==> src/design/anrb_defines.svh <==
// anrb_defines.svh: register numbers, field values and timing figures of one actuator node bank.
// assumes a 40 MHz system clock and zero-based protocol register addresses.
`ifndef ANRB_DEFINES_SVH
`define ANRB_DEFINES_SVH

// node window: twenty registers, node n starting at twenty times (n - 1)
`define ANRB_REGS_PER_NODE  16'h0014

// register numbers inside a node window, counted from one
`define ANRB_REG_OVERRIDE   5'h02
`define ANRB_REG_COMMAND    5'h03
`define ANRB_REG_POSITION   5'h04
`define ANRB_REG_FLOW       5'h05
`define ANRB_REG_STATUS     5'h06
`define ANRB_REG_SENSOR_K   5'h07
`define ANRB_REG_SENSOR_V   5'h08
`define ANRB_REG_SERIAL1    5'h09
`define ANRB_REG_SERIAL2    5'h0a
`define ANRB_REG_SERIAL4    5'h0b
`define ANRB_REG_ACT_KIND   5'h0c
`define ANRB_REG_TIME_MON   5'h0d
`define ANRB_REG_FIRST      5'h01

// protocol function and exception codes
`define ANRB_FN_READ        8'h03
`define ANRB_FN_WRITE       8'h06
`define ANRB_EXC_NONE       8'h00
`define ANRB_EXC_FUNC       8'h01
`define ANRB_EXC_ADDR       8'h02
`define ANRB_EXC_VALUE      8'h03

// value limits and fixed read values
`define ANRB_OVR_MAX        16'h0006
`define ANRB_CMD_MAX        16'h0004
`define ANRB_SENSOR_MAX     16'h0004
`define ANRB_POS_FULL       16'h2710
`define ANRB_FLOW_NONE      16'hffff
`define ANRB_ZERO16         16'h0000

// malfunction bits that a reset command leaves alone (0 and 4), and the unused bit 3
`define ANRB_MALF_KEEP      8'h11
`define ANRB_MALF_UNUSED    8'h08

// timing, in seconds and in nanoseconds
`define ANRB_RENEW_SEC      8'h78
`define ANRB_LOST_SEC       8'h0a
`define ANRB_CLK_PERIOD_NS  25
`define ANRB_SEC_NS         1000000000

`endif

==> src/design/anrb_pkg.sv <==
// anrb_pkg: code types of the actuator node bank.
// assumes anrb_defines.svh is compiled alongside.
package anrb_pkg;

	typedef enum logic [2:0] {
		OVR_NONE = 3'b000, OVR_OPEN = 3'b001, OVR_CLOSED = 3'b010, OVR_MIN = 3'b011,
		OVR_MID = 3'b100, OVR_MAX = 3'b101, OVR_FAST_CLOSE = 3'b110
	} anrb_override_t;

	typedef enum logic [2:0] {
		CMD_NONE = 3'b000, CMD_ADAPTION = 3'b001, CMD_TEST_RUN = 3'b010,
		CMD_SYNC = 3'b011, CMD_RESET_MALF = 3'b100
	} anrb_command_t;

	typedef enum logic [2:0] {
		ACT_NONE = 3'b000, ACT_AIR_WATER = 3'b001, ACT_VALVE_LIN = 3'b010, ACT_VALVE_ROT = 3'b011,
		ACT_FIRE_DAMPER = 3'b100, ACT_FLOW_CTRL = 3'b101, ACT_COMPACT = 3'b110
	} anrb_act_kind_t;

	typedef enum logic [2:0] {
		SNS_NONE = 3'b000, SNS_ACTIVE_MV = 3'b001, SNS_PASSIVE_1K = 3'b010,
		SNS_PASSIVE_120K = 3'b011, SNS_SWITCH = 3'b100
	} anrb_sensor_t;

endpackage : anrb_pkg

==> src/design/anrb_down_timer.sv <==
// anrb_down_timer: loadable seconds counter that stops at zero.
// assumes tick is a one-cycle pulse per second on the same clock.
`timescale 1ns/10ps
module anrb_down_timer #(
	parameter int W = 8
)(
	input  wire logic         clk,
	input  wire logic         rst,
	input  wire logic         load,
	input  wire logic [W-1:0] load_val,
	input  wire logic         run,
	input  wire logic         tick,
	output logic      [W-1:0] count,
	output logic              zero
);
	assign zero = (count == '0);

	// load beats the tick so a renewal never loses a second
	always_ff @(posedge clk)
	begin
		if (rst)
			count <= '0;
		else if (load)
			count <= load_val;
		else if (run && tick && !zero)
			count <= count - 1'b1;
	end
endmodule : anrb_down_timer

==> src/design/anrb_node_bank.sv <==
// anrb_node_bank: register bank of one actuator node behind a protocol-to-field-bus gateway.
// assumes a register access engine on CLK_SYS and an actuator polling engine on CLK_SYS.
`timescale 1ns/10ps
`include "anrb_defines.svh"
module anrb_node_bank import anrb_pkg::*; #(
	parameter int NODE_NUM    = 1,
	parameter int TICK_CYCLES = `ANRB_SEC_NS / `ANRB_CLK_PERIOD_NS
)(
	input  wire logic        CLK_SYS,
	input  wire logic        SYS_RST,
	input  wire logic        REG_REQ,
	input  wire logic [7:0]  REG_FUNC,
	input  wire logic [15:0] REG_ADDR,
	input  wire logic [15:0] REG_WDATA,
	output logic             REG_ACK,
	output logic             REG_EXC,
	output logic      [7:0]  REG_EXC_CODE,
	output logic      [15:0] REG_RDATA,
	input  wire logic        ACT_POLL_DONE,
	input  wire logic        ACT_POLL_OK,
	input  wire logic        ACT_NO_RESP,
	input  wire logic        ACT_CSUM_ERR,
	input  wire logic        ACT_ERR_MSG,
	input  wire logic [2:0]  ACT_TYPE,
	input  wire logic [15:0] ACT_POSITION,
	input  wire logic [15:0] ACT_FLOW,
	input  wire logic [7:0]  ACT_MALF,
	input  wire logic [15:0] ACT_SENSOR,
	input  wire logic [15:0] ACT_SERIAL1,
	input  wire logic [15:0] ACT_SERIAL2,
	input  wire logic [15:0] ACT_SERIAL4,
	output logic      [2:0]  OVR_MODE,
	output logic             OVR_SAFETY,
	output logic             CMD_STROBE,
	output logic      [2:0]  CMD_CODE,
	output logic      [2:0]  SENSOR_KIND,
	output logic             NODE_PRESENT
);
	localparam logic [15:0] BASE = 16'(`ANRB_REGS_PER_NODE * (NODE_NUM - 1));

	logic [2:0]  ovr;
	logic [2:0]  cmd;
	logic [2:0]  act_kind;
	logic [7:0]  malf;
	logic [15:0] pos;
	logic [15:0] flow;
	logic [15:0] sensor_val;
	logic [15:0] serial1;
	logic [15:0] serial2;
	logic [15:0] serial4;
	logic        err_no_resp;
	logic        err_csum;
	logic        err_msg;
	logic        err_range;
	logic        err_func;
	logic        expired;
	logic        sec_tick;
	logic [7:0]  remain;
	logic        remain_zero;
	logic        lost_zero;

	wire [15:0] rel     = REG_ADDR - BASE;
	wire        in_win  = (REG_ADDR >= BASE) && (rel < `ANRB_REGS_PER_NODE);
	wire [4:0]  reg_num = rel[4:0] + `ANRB_REG_FIRST;
	wire        take    = REG_REQ && in_win;
	wire        is_rd   = (REG_FUNC == `ANRB_FN_READ);
	wire        is_wr   = (REG_FUNC == `ANRB_FN_WRITE);

	// write checks per register
	wire sel_ovr  = (reg_num == `ANRB_REG_OVERRIDE);
	wire sel_cmd  = (reg_num == `ANRB_REG_COMMAND);
	wire sel_sns  = (reg_num == `ANRB_REG_SENSOR_K);
	wire writable = sel_ovr || sel_cmd || sel_sns;
	wire is_fire  = (act_kind == ACT_FIRE_DAMPER);
	wire is_cmpct = (act_kind == ACT_COMPACT);
	// fire dampers refuse all but open and fast close
	wire fire_ok  = (REG_WDATA == 16'(OVR_OPEN)) || (REG_WDATA == 16'(OVR_FAST_CLOSE));
	wire ovr_ok   = (REG_WDATA <= `ANRB_OVR_MAX) && (!is_fire || fire_ok);
	wire cmd_na   = is_cmpct && (REG_WDATA <= `ANRB_CMD_MAX) && (REG_WDATA != 16'(CMD_NONE))
	                && (REG_WDATA != 16'(CMD_ADAPTION));
	wire cmd_ok   = (REG_WDATA <= `ANRB_CMD_MAX) && !cmd_na;
	wire sns_ok   = (REG_WDATA <= `ANRB_SENSOR_MAX);
	wire val_ok   = sel_ovr ? ovr_ok : (sel_cmd ? cmd_ok : sns_ok);
	wire wr_good  = take && is_wr && writable && val_ok;
	wire wr_ovr   = wr_good && sel_ovr;
	wire wr_cmd   = wr_good && sel_cmd;
	wire wr_sns   = wr_good && sel_sns;
	wire bad_val  = take && is_wr && writable && !val_ok;

	// exception selection, function first, then address, then value
	wire [7:0] exc_sel = !(is_rd || is_wr)        ? `ANRB_EXC_FUNC :
	                     (is_wr && !writable)      ? `ANRB_EXC_ADDR :
	                     (is_wr && !val_ok)        ? `ANRB_EXC_VALUE : `ANRB_EXC_NONE;

	wire [7:0]  malf_shown = is_cmpct ? 8'h00 : malf;
	// low byte malfunctions, high byte gateway errors
	wire [15:0] status = {2'b00, expired, err_func, err_range, err_msg, err_csum, err_no_resp, malf_shown};
	// flow only meaningful for flow controllers
	wire [15:0] flow_rd = (act_kind == ACT_FLOW_CTRL) ? flow : `ANRB_FLOW_NONE;
	// no reading without a selected sensor kind
	wire [15:0] sns_rd  = (SENSOR_KIND == SNS_NONE) ? `ANRB_ZERO16 : sensor_val;

	// read mux, register 13 is the renewal time; unused numbers read zero
	wire [15:0] rd_val = (reg_num == `ANRB_REG_OVERRIDE) ? 16'(ovr) :
	                     (reg_num == `ANRB_REG_COMMAND)  ? 16'(cmd) :
	                     (reg_num == `ANRB_REG_POSITION) ? pos :
	                     (reg_num == `ANRB_REG_FLOW)     ? flow_rd :
	                     (reg_num == `ANRB_REG_STATUS)   ? status :
	                     (reg_num == `ANRB_REG_SENSOR_K) ? 16'(SENSOR_KIND) :
	                     (reg_num == `ANRB_REG_SENSOR_V) ? sns_rd :
	                     (reg_num == `ANRB_REG_SERIAL1)  ? serial1 :
	                     (reg_num == `ANRB_REG_SERIAL2)  ? serial2 :
	                     (reg_num == `ANRB_REG_SERIAL4)  ? serial4 :
	                     (reg_num == `ANRB_REG_ACT_KIND) ? 16'(act_kind) :
	                     (reg_num == `ANRB_REG_TIME_MON) ? 16'(remain) : `ANRB_ZERO16;

	// register access answer, one cycle after the request
	always_ff @(posedge CLK_SYS)
	begin
		if (SYS_RST)
		begin
			REG_ACK      <= 1'b0;
			REG_EXC      <= 1'b0;
			REG_EXC_CODE <= `ANRB_EXC_NONE;
			REG_RDATA    <= `ANRB_ZERO16;
		end
		else
		begin
			REG_ACK      <= take;
			REG_EXC      <= take && (exc_sel != `ANRB_EXC_NONE);
			REG_EXC_CODE <= take ? exc_sel : `ANRB_EXC_NONE;
			REG_RDATA    <= (take && is_rd) ? rd_val : (take && is_wr) ? REG_WDATA : `ANRB_ZERO16;
		end
	end

	// override code store, sensor kind store
	always_ff @(posedge CLK_SYS)
	begin
		if (SYS_RST)
		begin
			ovr         <= OVR_NONE;
			SENSOR_KIND <= SNS_NONE;
		end
		else
		begin
			if (wr_ovr)
				ovr <= REG_WDATA[2:0];
			if (wr_sns)
				SENSOR_KIND <= REG_WDATA[2:0];
		end
	end

	// command is held one cycle as the strobe, then cleared
	assign CMD_STROBE = (cmd != CMD_NONE);
	assign CMD_CODE   = cmd;
	always_ff @(posedge CLK_SYS)
	begin
		if (SYS_RST)
			cmd <= CMD_NONE;
		else if (wr_cmd)
			cmd <= REG_WDATA[2:0];
		else
			cmd <= CMD_NONE;
	end

	// reset command spares bits 0 and 4; new flags win over the clear
	wire       poll_ok   = ACT_POLL_DONE && ACT_POLL_OK;
	wire       malf_clr  = CMD_STROBE && (cmd == CMD_RESET_MALF);
	wire [7:0] keep_mask = malf_clr ? `ANRB_MALF_KEEP : 8'hff;
	wire [7:0] next_malf = ((malf & keep_mask) | (poll_ok ? ACT_MALF : 8'h00)) & ~`ANRB_MALF_UNUSED;

	// actuator data taken on each good exchange
	always_ff @(posedge CLK_SYS)
	begin
		if (SYS_RST)
		begin
			malf       <= 8'h00;
			pos        <= `ANRB_ZERO16;
			flow       <= `ANRB_ZERO16;
			sensor_val <= `ANRB_ZERO16;
			serial1    <= `ANRB_ZERO16;
			serial2    <= `ANRB_ZERO16;
			serial4    <= `ANRB_ZERO16;
		end
		else
		begin
			malf <= next_malf;
			if (poll_ok)
			begin
				pos        <= (ACT_POSITION > `ANRB_POS_FULL) ? `ANRB_POS_FULL : ACT_POSITION;
				// flow already scaled to nominal flow or pressure
				flow       <= ACT_FLOW;
				sensor_val <= ACT_SENSOR;
				// serial parts one, two and four
				serial1    <= ACT_SERIAL1;
				serial2    <= ACT_SERIAL2;
				serial4    <= ACT_SERIAL4;
			end
		end
	end

	// gateway errors cleared by hardware only
	// exchange errors follow the latest exchange; write errors end on a good one
	always_ff @(posedge CLK_SYS)
	begin
		if (SYS_RST)
		begin
			err_no_resp <= 1'b0;
			err_csum    <= 1'b0;
			err_msg     <= 1'b0;
			err_range   <= 1'b0;
			err_func    <= 1'b0;
		end
		else
		begin
			if (ACT_POLL_DONE)
			begin
				err_no_resp <= ACT_NO_RESP;
				err_csum    <= ACT_CSUM_ERR;
				err_msg     <= ACT_ERR_MSG;
			end
			err_range <= (bad_val && !cmd_na) || (err_range && !poll_ok);
			err_func  <= (bad_val && sel_cmd && cmd_na) || (err_func && !poll_ok);
		end
	end

	anrb_sec_tick #(
		.CYCLES (TICK_CYCLES)
	) u_tick (
		.clk  (CLK_SYS),
		.rst  (SYS_RST),
		.tick (sec_tick)
	);

	// renewal countdown only for a fire damper held open
	wire wd_active = is_fire && (ovr == OVR_OPEN) && !expired;

	// each override write reloads 120 s
	anrb_down_timer #(
		.W (8)
	) u_renew (
		.clk      (CLK_SYS),
		.rst      (SYS_RST),
		.load     (wr_ovr),
		.load_val (`ANRB_RENEW_SEC),
		.run      (wd_active),
		.tick     (sec_tick),
		.count    (remain),
		.zero     (remain_zero)
	);

	// timeout latches until the override is written again
	always_ff @(posedge CLK_SYS)
	begin
		if (SYS_RST)
			expired <= 1'b0;
		else
			expired <= !wr_ovr && (expired || (wd_active && remain_zero));
	end

	// safety position replaces the override on timeout
	always_ff @(posedge CLK_SYS)
	begin
		if (SYS_RST)
		begin
			OVR_MODE   <= OVR_NONE;
			OVR_SAFETY <= 1'b0;
		end
		else
		begin
			OVR_MODE   <= expired ? OVR_FAST_CLOSE : ovr;
			OVR_SAFETY <= expired;
		end
	end

	// silence timer reloaded by each good exchange
	anrb_down_timer #(
		.W (8)
	) u_lost (
		.clk      (CLK_SYS),
		.rst      (SYS_RST),
		.load     (poll_ok),
		.load_val (`ANRB_LOST_SEC),
		.run      (NODE_PRESENT),
		.tick     (sec_tick),
		.count    (),
		.zero     (lost_zero)
	);

	// kind from the actuator; dropped after silence
	always_ff @(posedge CLK_SYS)
	begin
		if (SYS_RST)
			act_kind <= ACT_NONE;
		else if (poll_ok)
			act_kind <= ACT_TYPE;
		else if (lost_zero)
			act_kind <= ACT_NONE;
	end
	assign NODE_PRESENT = (act_kind != ACT_NONE);
endmodule : anrb_node_bank

==> src/design/anrb_sec_tick.sv <==
// anrb_sec_tick: one-cycle pulse once per second from the system clock.
// assumes CYCLES is the number of system clocks in one second.
`timescale 1ns/10ps
module anrb_sec_tick #(
	parameter int CYCLES = 40000000
)(
	input  wire logic clk,
	input  wire logic rst,
	output logic      tick
);
	localparam int CW = $clog2(CYCLES);
	logic [CW-1:0] cnt;
	wire           wrap = (cnt == CW'(CYCLES - 1));

	// free-running divider, so every timer in the bank shares one seconds grid
	always_ff @(posedge clk)
	begin
		if (rst)
		begin
			cnt  <= '0;
			tick <= 1'b0;
		end
		else
		begin
			cnt  <= wrap ? '0 : cnt + 1'b1;
			tick <= wrap;
		end
	end
endmodule : anrb_sec_tick

==> config.mk <==
export PLATFORM = sky130hd
export DESIGN_NAME = anrb_node_bank
export DESIGN_NICKNAME = d
export VERILOG_FILES = /design/src/design/anrb_pkg.sv /design/src/design/anrb_down_timer.sv /design/src/design/anrb_node_bank.sv /design/src/design/anrb_sec_tick.sv
export VERILOG_INCLUDE_DIRS = /design/src /design/src/design
export SDC_FILE = /design/constraint.sdc
export NUM_CORES = 1
export LEC_CHECK = 0
export ABC_CLOCK_PERIOD_IN_PS = 2000
export BUFFER_PORTS_ARGS = -buffer_cell sky130_fd_sc_hd__clkbuf_2
export CELL_PAD_IN_SITES_DETAIL_PLACEMENT = 1
export CELL_PAD_IN_SITES_GLOBAL_PLACEMENT = 1
export CORE_MARGIN = 3
export CORE_UTILIZATION = 35
export DETAILED_ROUTE_END_ITERATION = 16
export HOLD_SLACK_MARGIN = 0.02
export PLACE_DENSITY = 0.85
export SLEW_MARGIN = 5
export SYNTH_ARGS = -nofsm -noshare
export SYNTH_HDL_FRONTEND = slang
export SYNTH_SLANG_ARGS = --single-unit
==> constraint.sdc <==
create_clock -name CLK_SYS -period 2 [get_ports CLK_SYS]
set_clock_uncertainty 0.2 [all_clocks]
set_input_delay 0.2 -clock CLK_SYS [delete_from_list [all_inputs] [get_ports CLK_SYS]]
set_output_delay 0.2 -clock CLK_SYS [all_outputs]
set_load 0.02 [all_outputs]
==> reports/metrics.csv <==
metric,value,unit
Yosys reg bits,188,
"arithmetic-cell share of the synthesized area counting full adders, half adders and majority gates",0.586,%
most used cells in the layout excluding fill and tap cells,"sky130_fd_sc_hd__nand2_1, sky130_fd_sc_hd__dfxtp_1, sky130_fd_sc_hd__clkbuf_2",
CP Buf/Inv Count,2,
hold endpoint,REG_EXC_CODE[0]$_SDFF_PP0_,
minimum period implied by the final worst setup slack,2.19,ns
register-to-register setup slack,-0.19,ns
I/O pin total,193,
cell family contributing the most delay on the critical path,compound AO/OA/AOI/OAI gates,
cell area after synthesis,8540,um^2
routed length per placed instance,25.8,um
P&R area growth vs syn,50.6,%
status,"complete, but fails checks",
portion of netlist area occupied by mux cells,1.89,%
main flop type after synthesis,sky130_fd_sc_hd__dfxtp_1,
maximum number of pins on one net before global-route repair,66,
violations in the final reports,negative setup slack,
Pwr Total,8.56,mW
Final Hold Fails,0,
transition at the pin with the smallest max-transition slack,0.640,ns
largest driver fanout on the critical path,7,
global-route wire length before repair,63300,um
height of the die,162,um
worst reg-to-reg path cell count,7,
sequential-to-total area share from yosys stat,44.1,%
largest family of logic cells by synthesized area,simple AND/OR/NAND/NOR gates,
Filler cells,2807,
share of the core filled with cells,54.1,%
H-Tree Depth,4,
leakage power,5.24,nW
critical path launch point type,register,
peak supply drop,0.000555,V
share of the clock period used by the worst path after layout,110,%
share of synthesized registers carrying an async set or reset,0,%
share of post-route cells with drive strength above 1,29.7,%
Fmax,456,MHz
Root Buffer Master,sky130_fd_sc_hd__clkbuf_16,
number of violations reported at the end of detailed-routing iteration 0,1086,
setup slack of the critical path after layout,-0.194,ns
combined global-route utilization of all metal layers,31.2,%
gate count of the mapped netlist,1047,
TritonRoute pass-1 iters,7,
yosys synthesis warning count,0,
worst-path cell with the longest stage delay,sky130_fd_sc_hd__a221o_1,
die outline area,26300,um^2
r2r endpoint,REG_RDATA[6]$_SDFF_PP0_,
setup tns final,-3.76,ns
clock sink count,188,
arrival time at the worst endpoint,2.33,ns
total half-perimeter wirelength after legalization and detailed placement,24800,um
area fraction in compound gates after synthesis,20.0,%
max_slew headroom,57.2,%
vias in the first global route,10900,
number of CTS-inserted buffers,17,
smallest hold slack,0.0578,ns
hold depth,4,
ordered list of cells on the worst path,"buf_4, and3b_2, nor3_2, buf_6, a221o_1, a211oi_2, o21ai_1",
DR vias/cell,5.92,
number of max-slew violations in the final report,0,
number of antenna violations at the first check in global routing,0,
number of max-capacitance violations reported,0,
data required time at the worst endpoint,2.14,ns
diodes inserted,0,
Worst R2R Start,act_kind[0]$_SDFFE_PP0P_,
xor/xnor share of the synthesized area,3.69,%
count of standard-cell rows,56,
effective utilization at floorplan,36.0,%
CTS max path bufs,2,
Setup Crit Path Kind,reg2reg,
final setup violation count,39,
I/O Buffers,185,
Remaining DRCs,0,
maximum cell stage delay along the critical path,0.39,ns
Post-Place Cell Area,10500,um^2
final instance area,12900,um^2
power per cell area,665,nW/um^2
count of unique library cells instantiated by Yosys,71,
"EDFF count, synth",0,
Placeable Area,23800,um^2
global placer's final weighted congestion,0.946,
"basic-gate share of the synthesized area counting and, or, nand and nor cells",25.2,%
path class of the lowest-slack min-delay path,in2reg,
hold path startpoint,REG_FUNC[1],
Final ANT Viol Nets,0,
average instance area after synthesis,8.16,um^2
clock-pin slew on the worst setup and hold paths,0.08,ns
vias after detailed routing,10500,
Detailed Route WL,45800,um
grt ovf,0,
setup repair after global routing missed its margin,yes,
die extent in x,162,um
clock tree from TritonCTS,done,
count of nets after finishing,1603,
later-pin clock latency in the skew report,0.47,ns
"leading cell type in the layout, fill and taps excluded",sky130_fd_sc_hd__nand2_1,
Critical Path Sink Type,register,
[worst reg2reg max path: stages, from the launching register on]
cell	delay, ns
sky130_fd_sc_hd__dfxtp_4	0.37
sky130_fd_sc_hd__buf_4	0.14
sky130_fd_sc_hd__and3b_2	0.32
sky130_fd_sc_hd__nor3_2	0.08
sky130_fd_sc_hd__buf_6	0.17
sky130_fd_sc_hd__a221o_1	0.39
sky130_fd_sc_hd__a211oi_2	0.28
sky130_fd_sc_hd__o21ai_1	0.14
[synth_stat cells, types with 16 or more instances]
master	number	area share, %
sky130_fd_sc_hd__nor3_1	27	1.6
sky130_fd_sc_hd__o21ai_0	26	1.5
sky130_fd_sc_hd__inv_1	16	0.70
sky130_fd_sc_hd__nor2_1	80	3.5
sky130_fd_sc_hd__o22a_1	16	1.6
sky130_fd_sc_hd__nand2b_1	21	1.5
sky130_fd_sc_hd__a21oi_1	146	8.6
sky130_fd_sc_hd__nand3_1	21	1.2
sky130_fd_sc_hd__nand2_1	194	8.5
sky130_fd_sc_hd__xnor2_1	23	2.4
sky130_fd_sc_hd__dfxtp_1	188	44
sky130_fd_sc_hd__a22o_1	18	1.8
sky130_fd_sc_hd__clkbuf_1	44	1.9
[timing repair]
action,CTS,global route
hold endpoints to repair,129,0
hold buffers,133,0
setup buffers,1,10
pin swaps,9,36
cloned,1,1
gates resized for setup,32,70
setup endpoints to repair,54,69
[where the power goes]
part / switching (mW) / total, mW / internal, mW
Clock: 1.77 / 3.40 / 1.64
Combinational: 0.649 / 1.20 / 0.554
Sequential: 0.105 / 3.95 / 3.84
Total: 2.52 / 8.56 / 6.04
[per-stage QoR]
step	instances	setup slack (ns)
after global routing	1775	-0.228
after detailed placement	1603	-0.350
final	1775	-0.194
after floorplan	1052	0.00316
after CTS	1769	-0.0371
after global placement	1603	-0.183
[worst max path at each step]
stage / start / to / slack [ns] / cells after the start
2_1_floorplan: REG_ADDR[2] / REG_RDATA[11]$_SDFF_PP0_ / 0.003 / 7
5_1_grt: act_kind[0]$_SDFFE_PP0P_ / u_renew.count[5]$_SDFFE_PP0P_ / -0.23 / 6
3_5_place_dp: REG_ADDR[15] / REG_RDATA[6]$_SDFF_PP0_ / -0.35 / 8
4_1_cts: act_kind[0]$_SDFFE_PP0P_ / u_renew.count[5]$_SDFFE_PP0P_ / -0.04 / 6
6_report: act_kind[0]$_SDFFE_PP0P_ / REG_RDATA[6]$_SDFF_PP0_ / -0.19 / 7
3_3_place_gp: REG_ADDR[3] / REG_RDATA[0]$_SDFF_PP0_ / -0.18 / 7
[per-layer routing]
layer	wire length, um	vias up	GRT usage [%]
met5	0	-	0
met2	22000	714	53.4
met1	16700	5112	36.4
li1	-	4462	-
met4	2980	0	16.5
met3	4130	219	7.12
[cell families (layout without fill, tap and decap cells)]
kind of cell,Yosys count,in the layout
AND/OR/NAND/NOR,439,440
buffers and inverters,88,491
XOR/XNOR,36,36
adder cells (fa/ha/maj),4,4
flip-flops,188,188
multiplexers,16,16
other,1,6
AO/OA/AOI/OAI,275,275
[state kept, by name (all words and copies together) (netlist names), 2 cells and up]
register,cells
act_kind,3
u_tick.cnt,26
sensor_val,16
serial4,16
flow,16
pos,16
CMD_CODE,3
OVR_MODE,3
ovr,3
malf,7
serial1,16
REG_EXC_CODE,2
SENSOR_KIND,3
REG_RDATA,16
u_renew.count,8
serial2,16
u_lost.count,8
[layout make-up]
type | count | area, um^2 | share of cell area (%)
clock buffer | 17 | 425 | 3.31
clock inverter | 14 | 134 | 1.04
timing repair buffer | 444 | 3300 | 25.7
sequential | 188 | 3770 | 29.3
multi-input combinational | 777 | 4770 | 37.1
tap | 319 | 399 | 3.10
inverter | 16 | 60.1 | 0.467
Power figures use the tool's default switching activity.
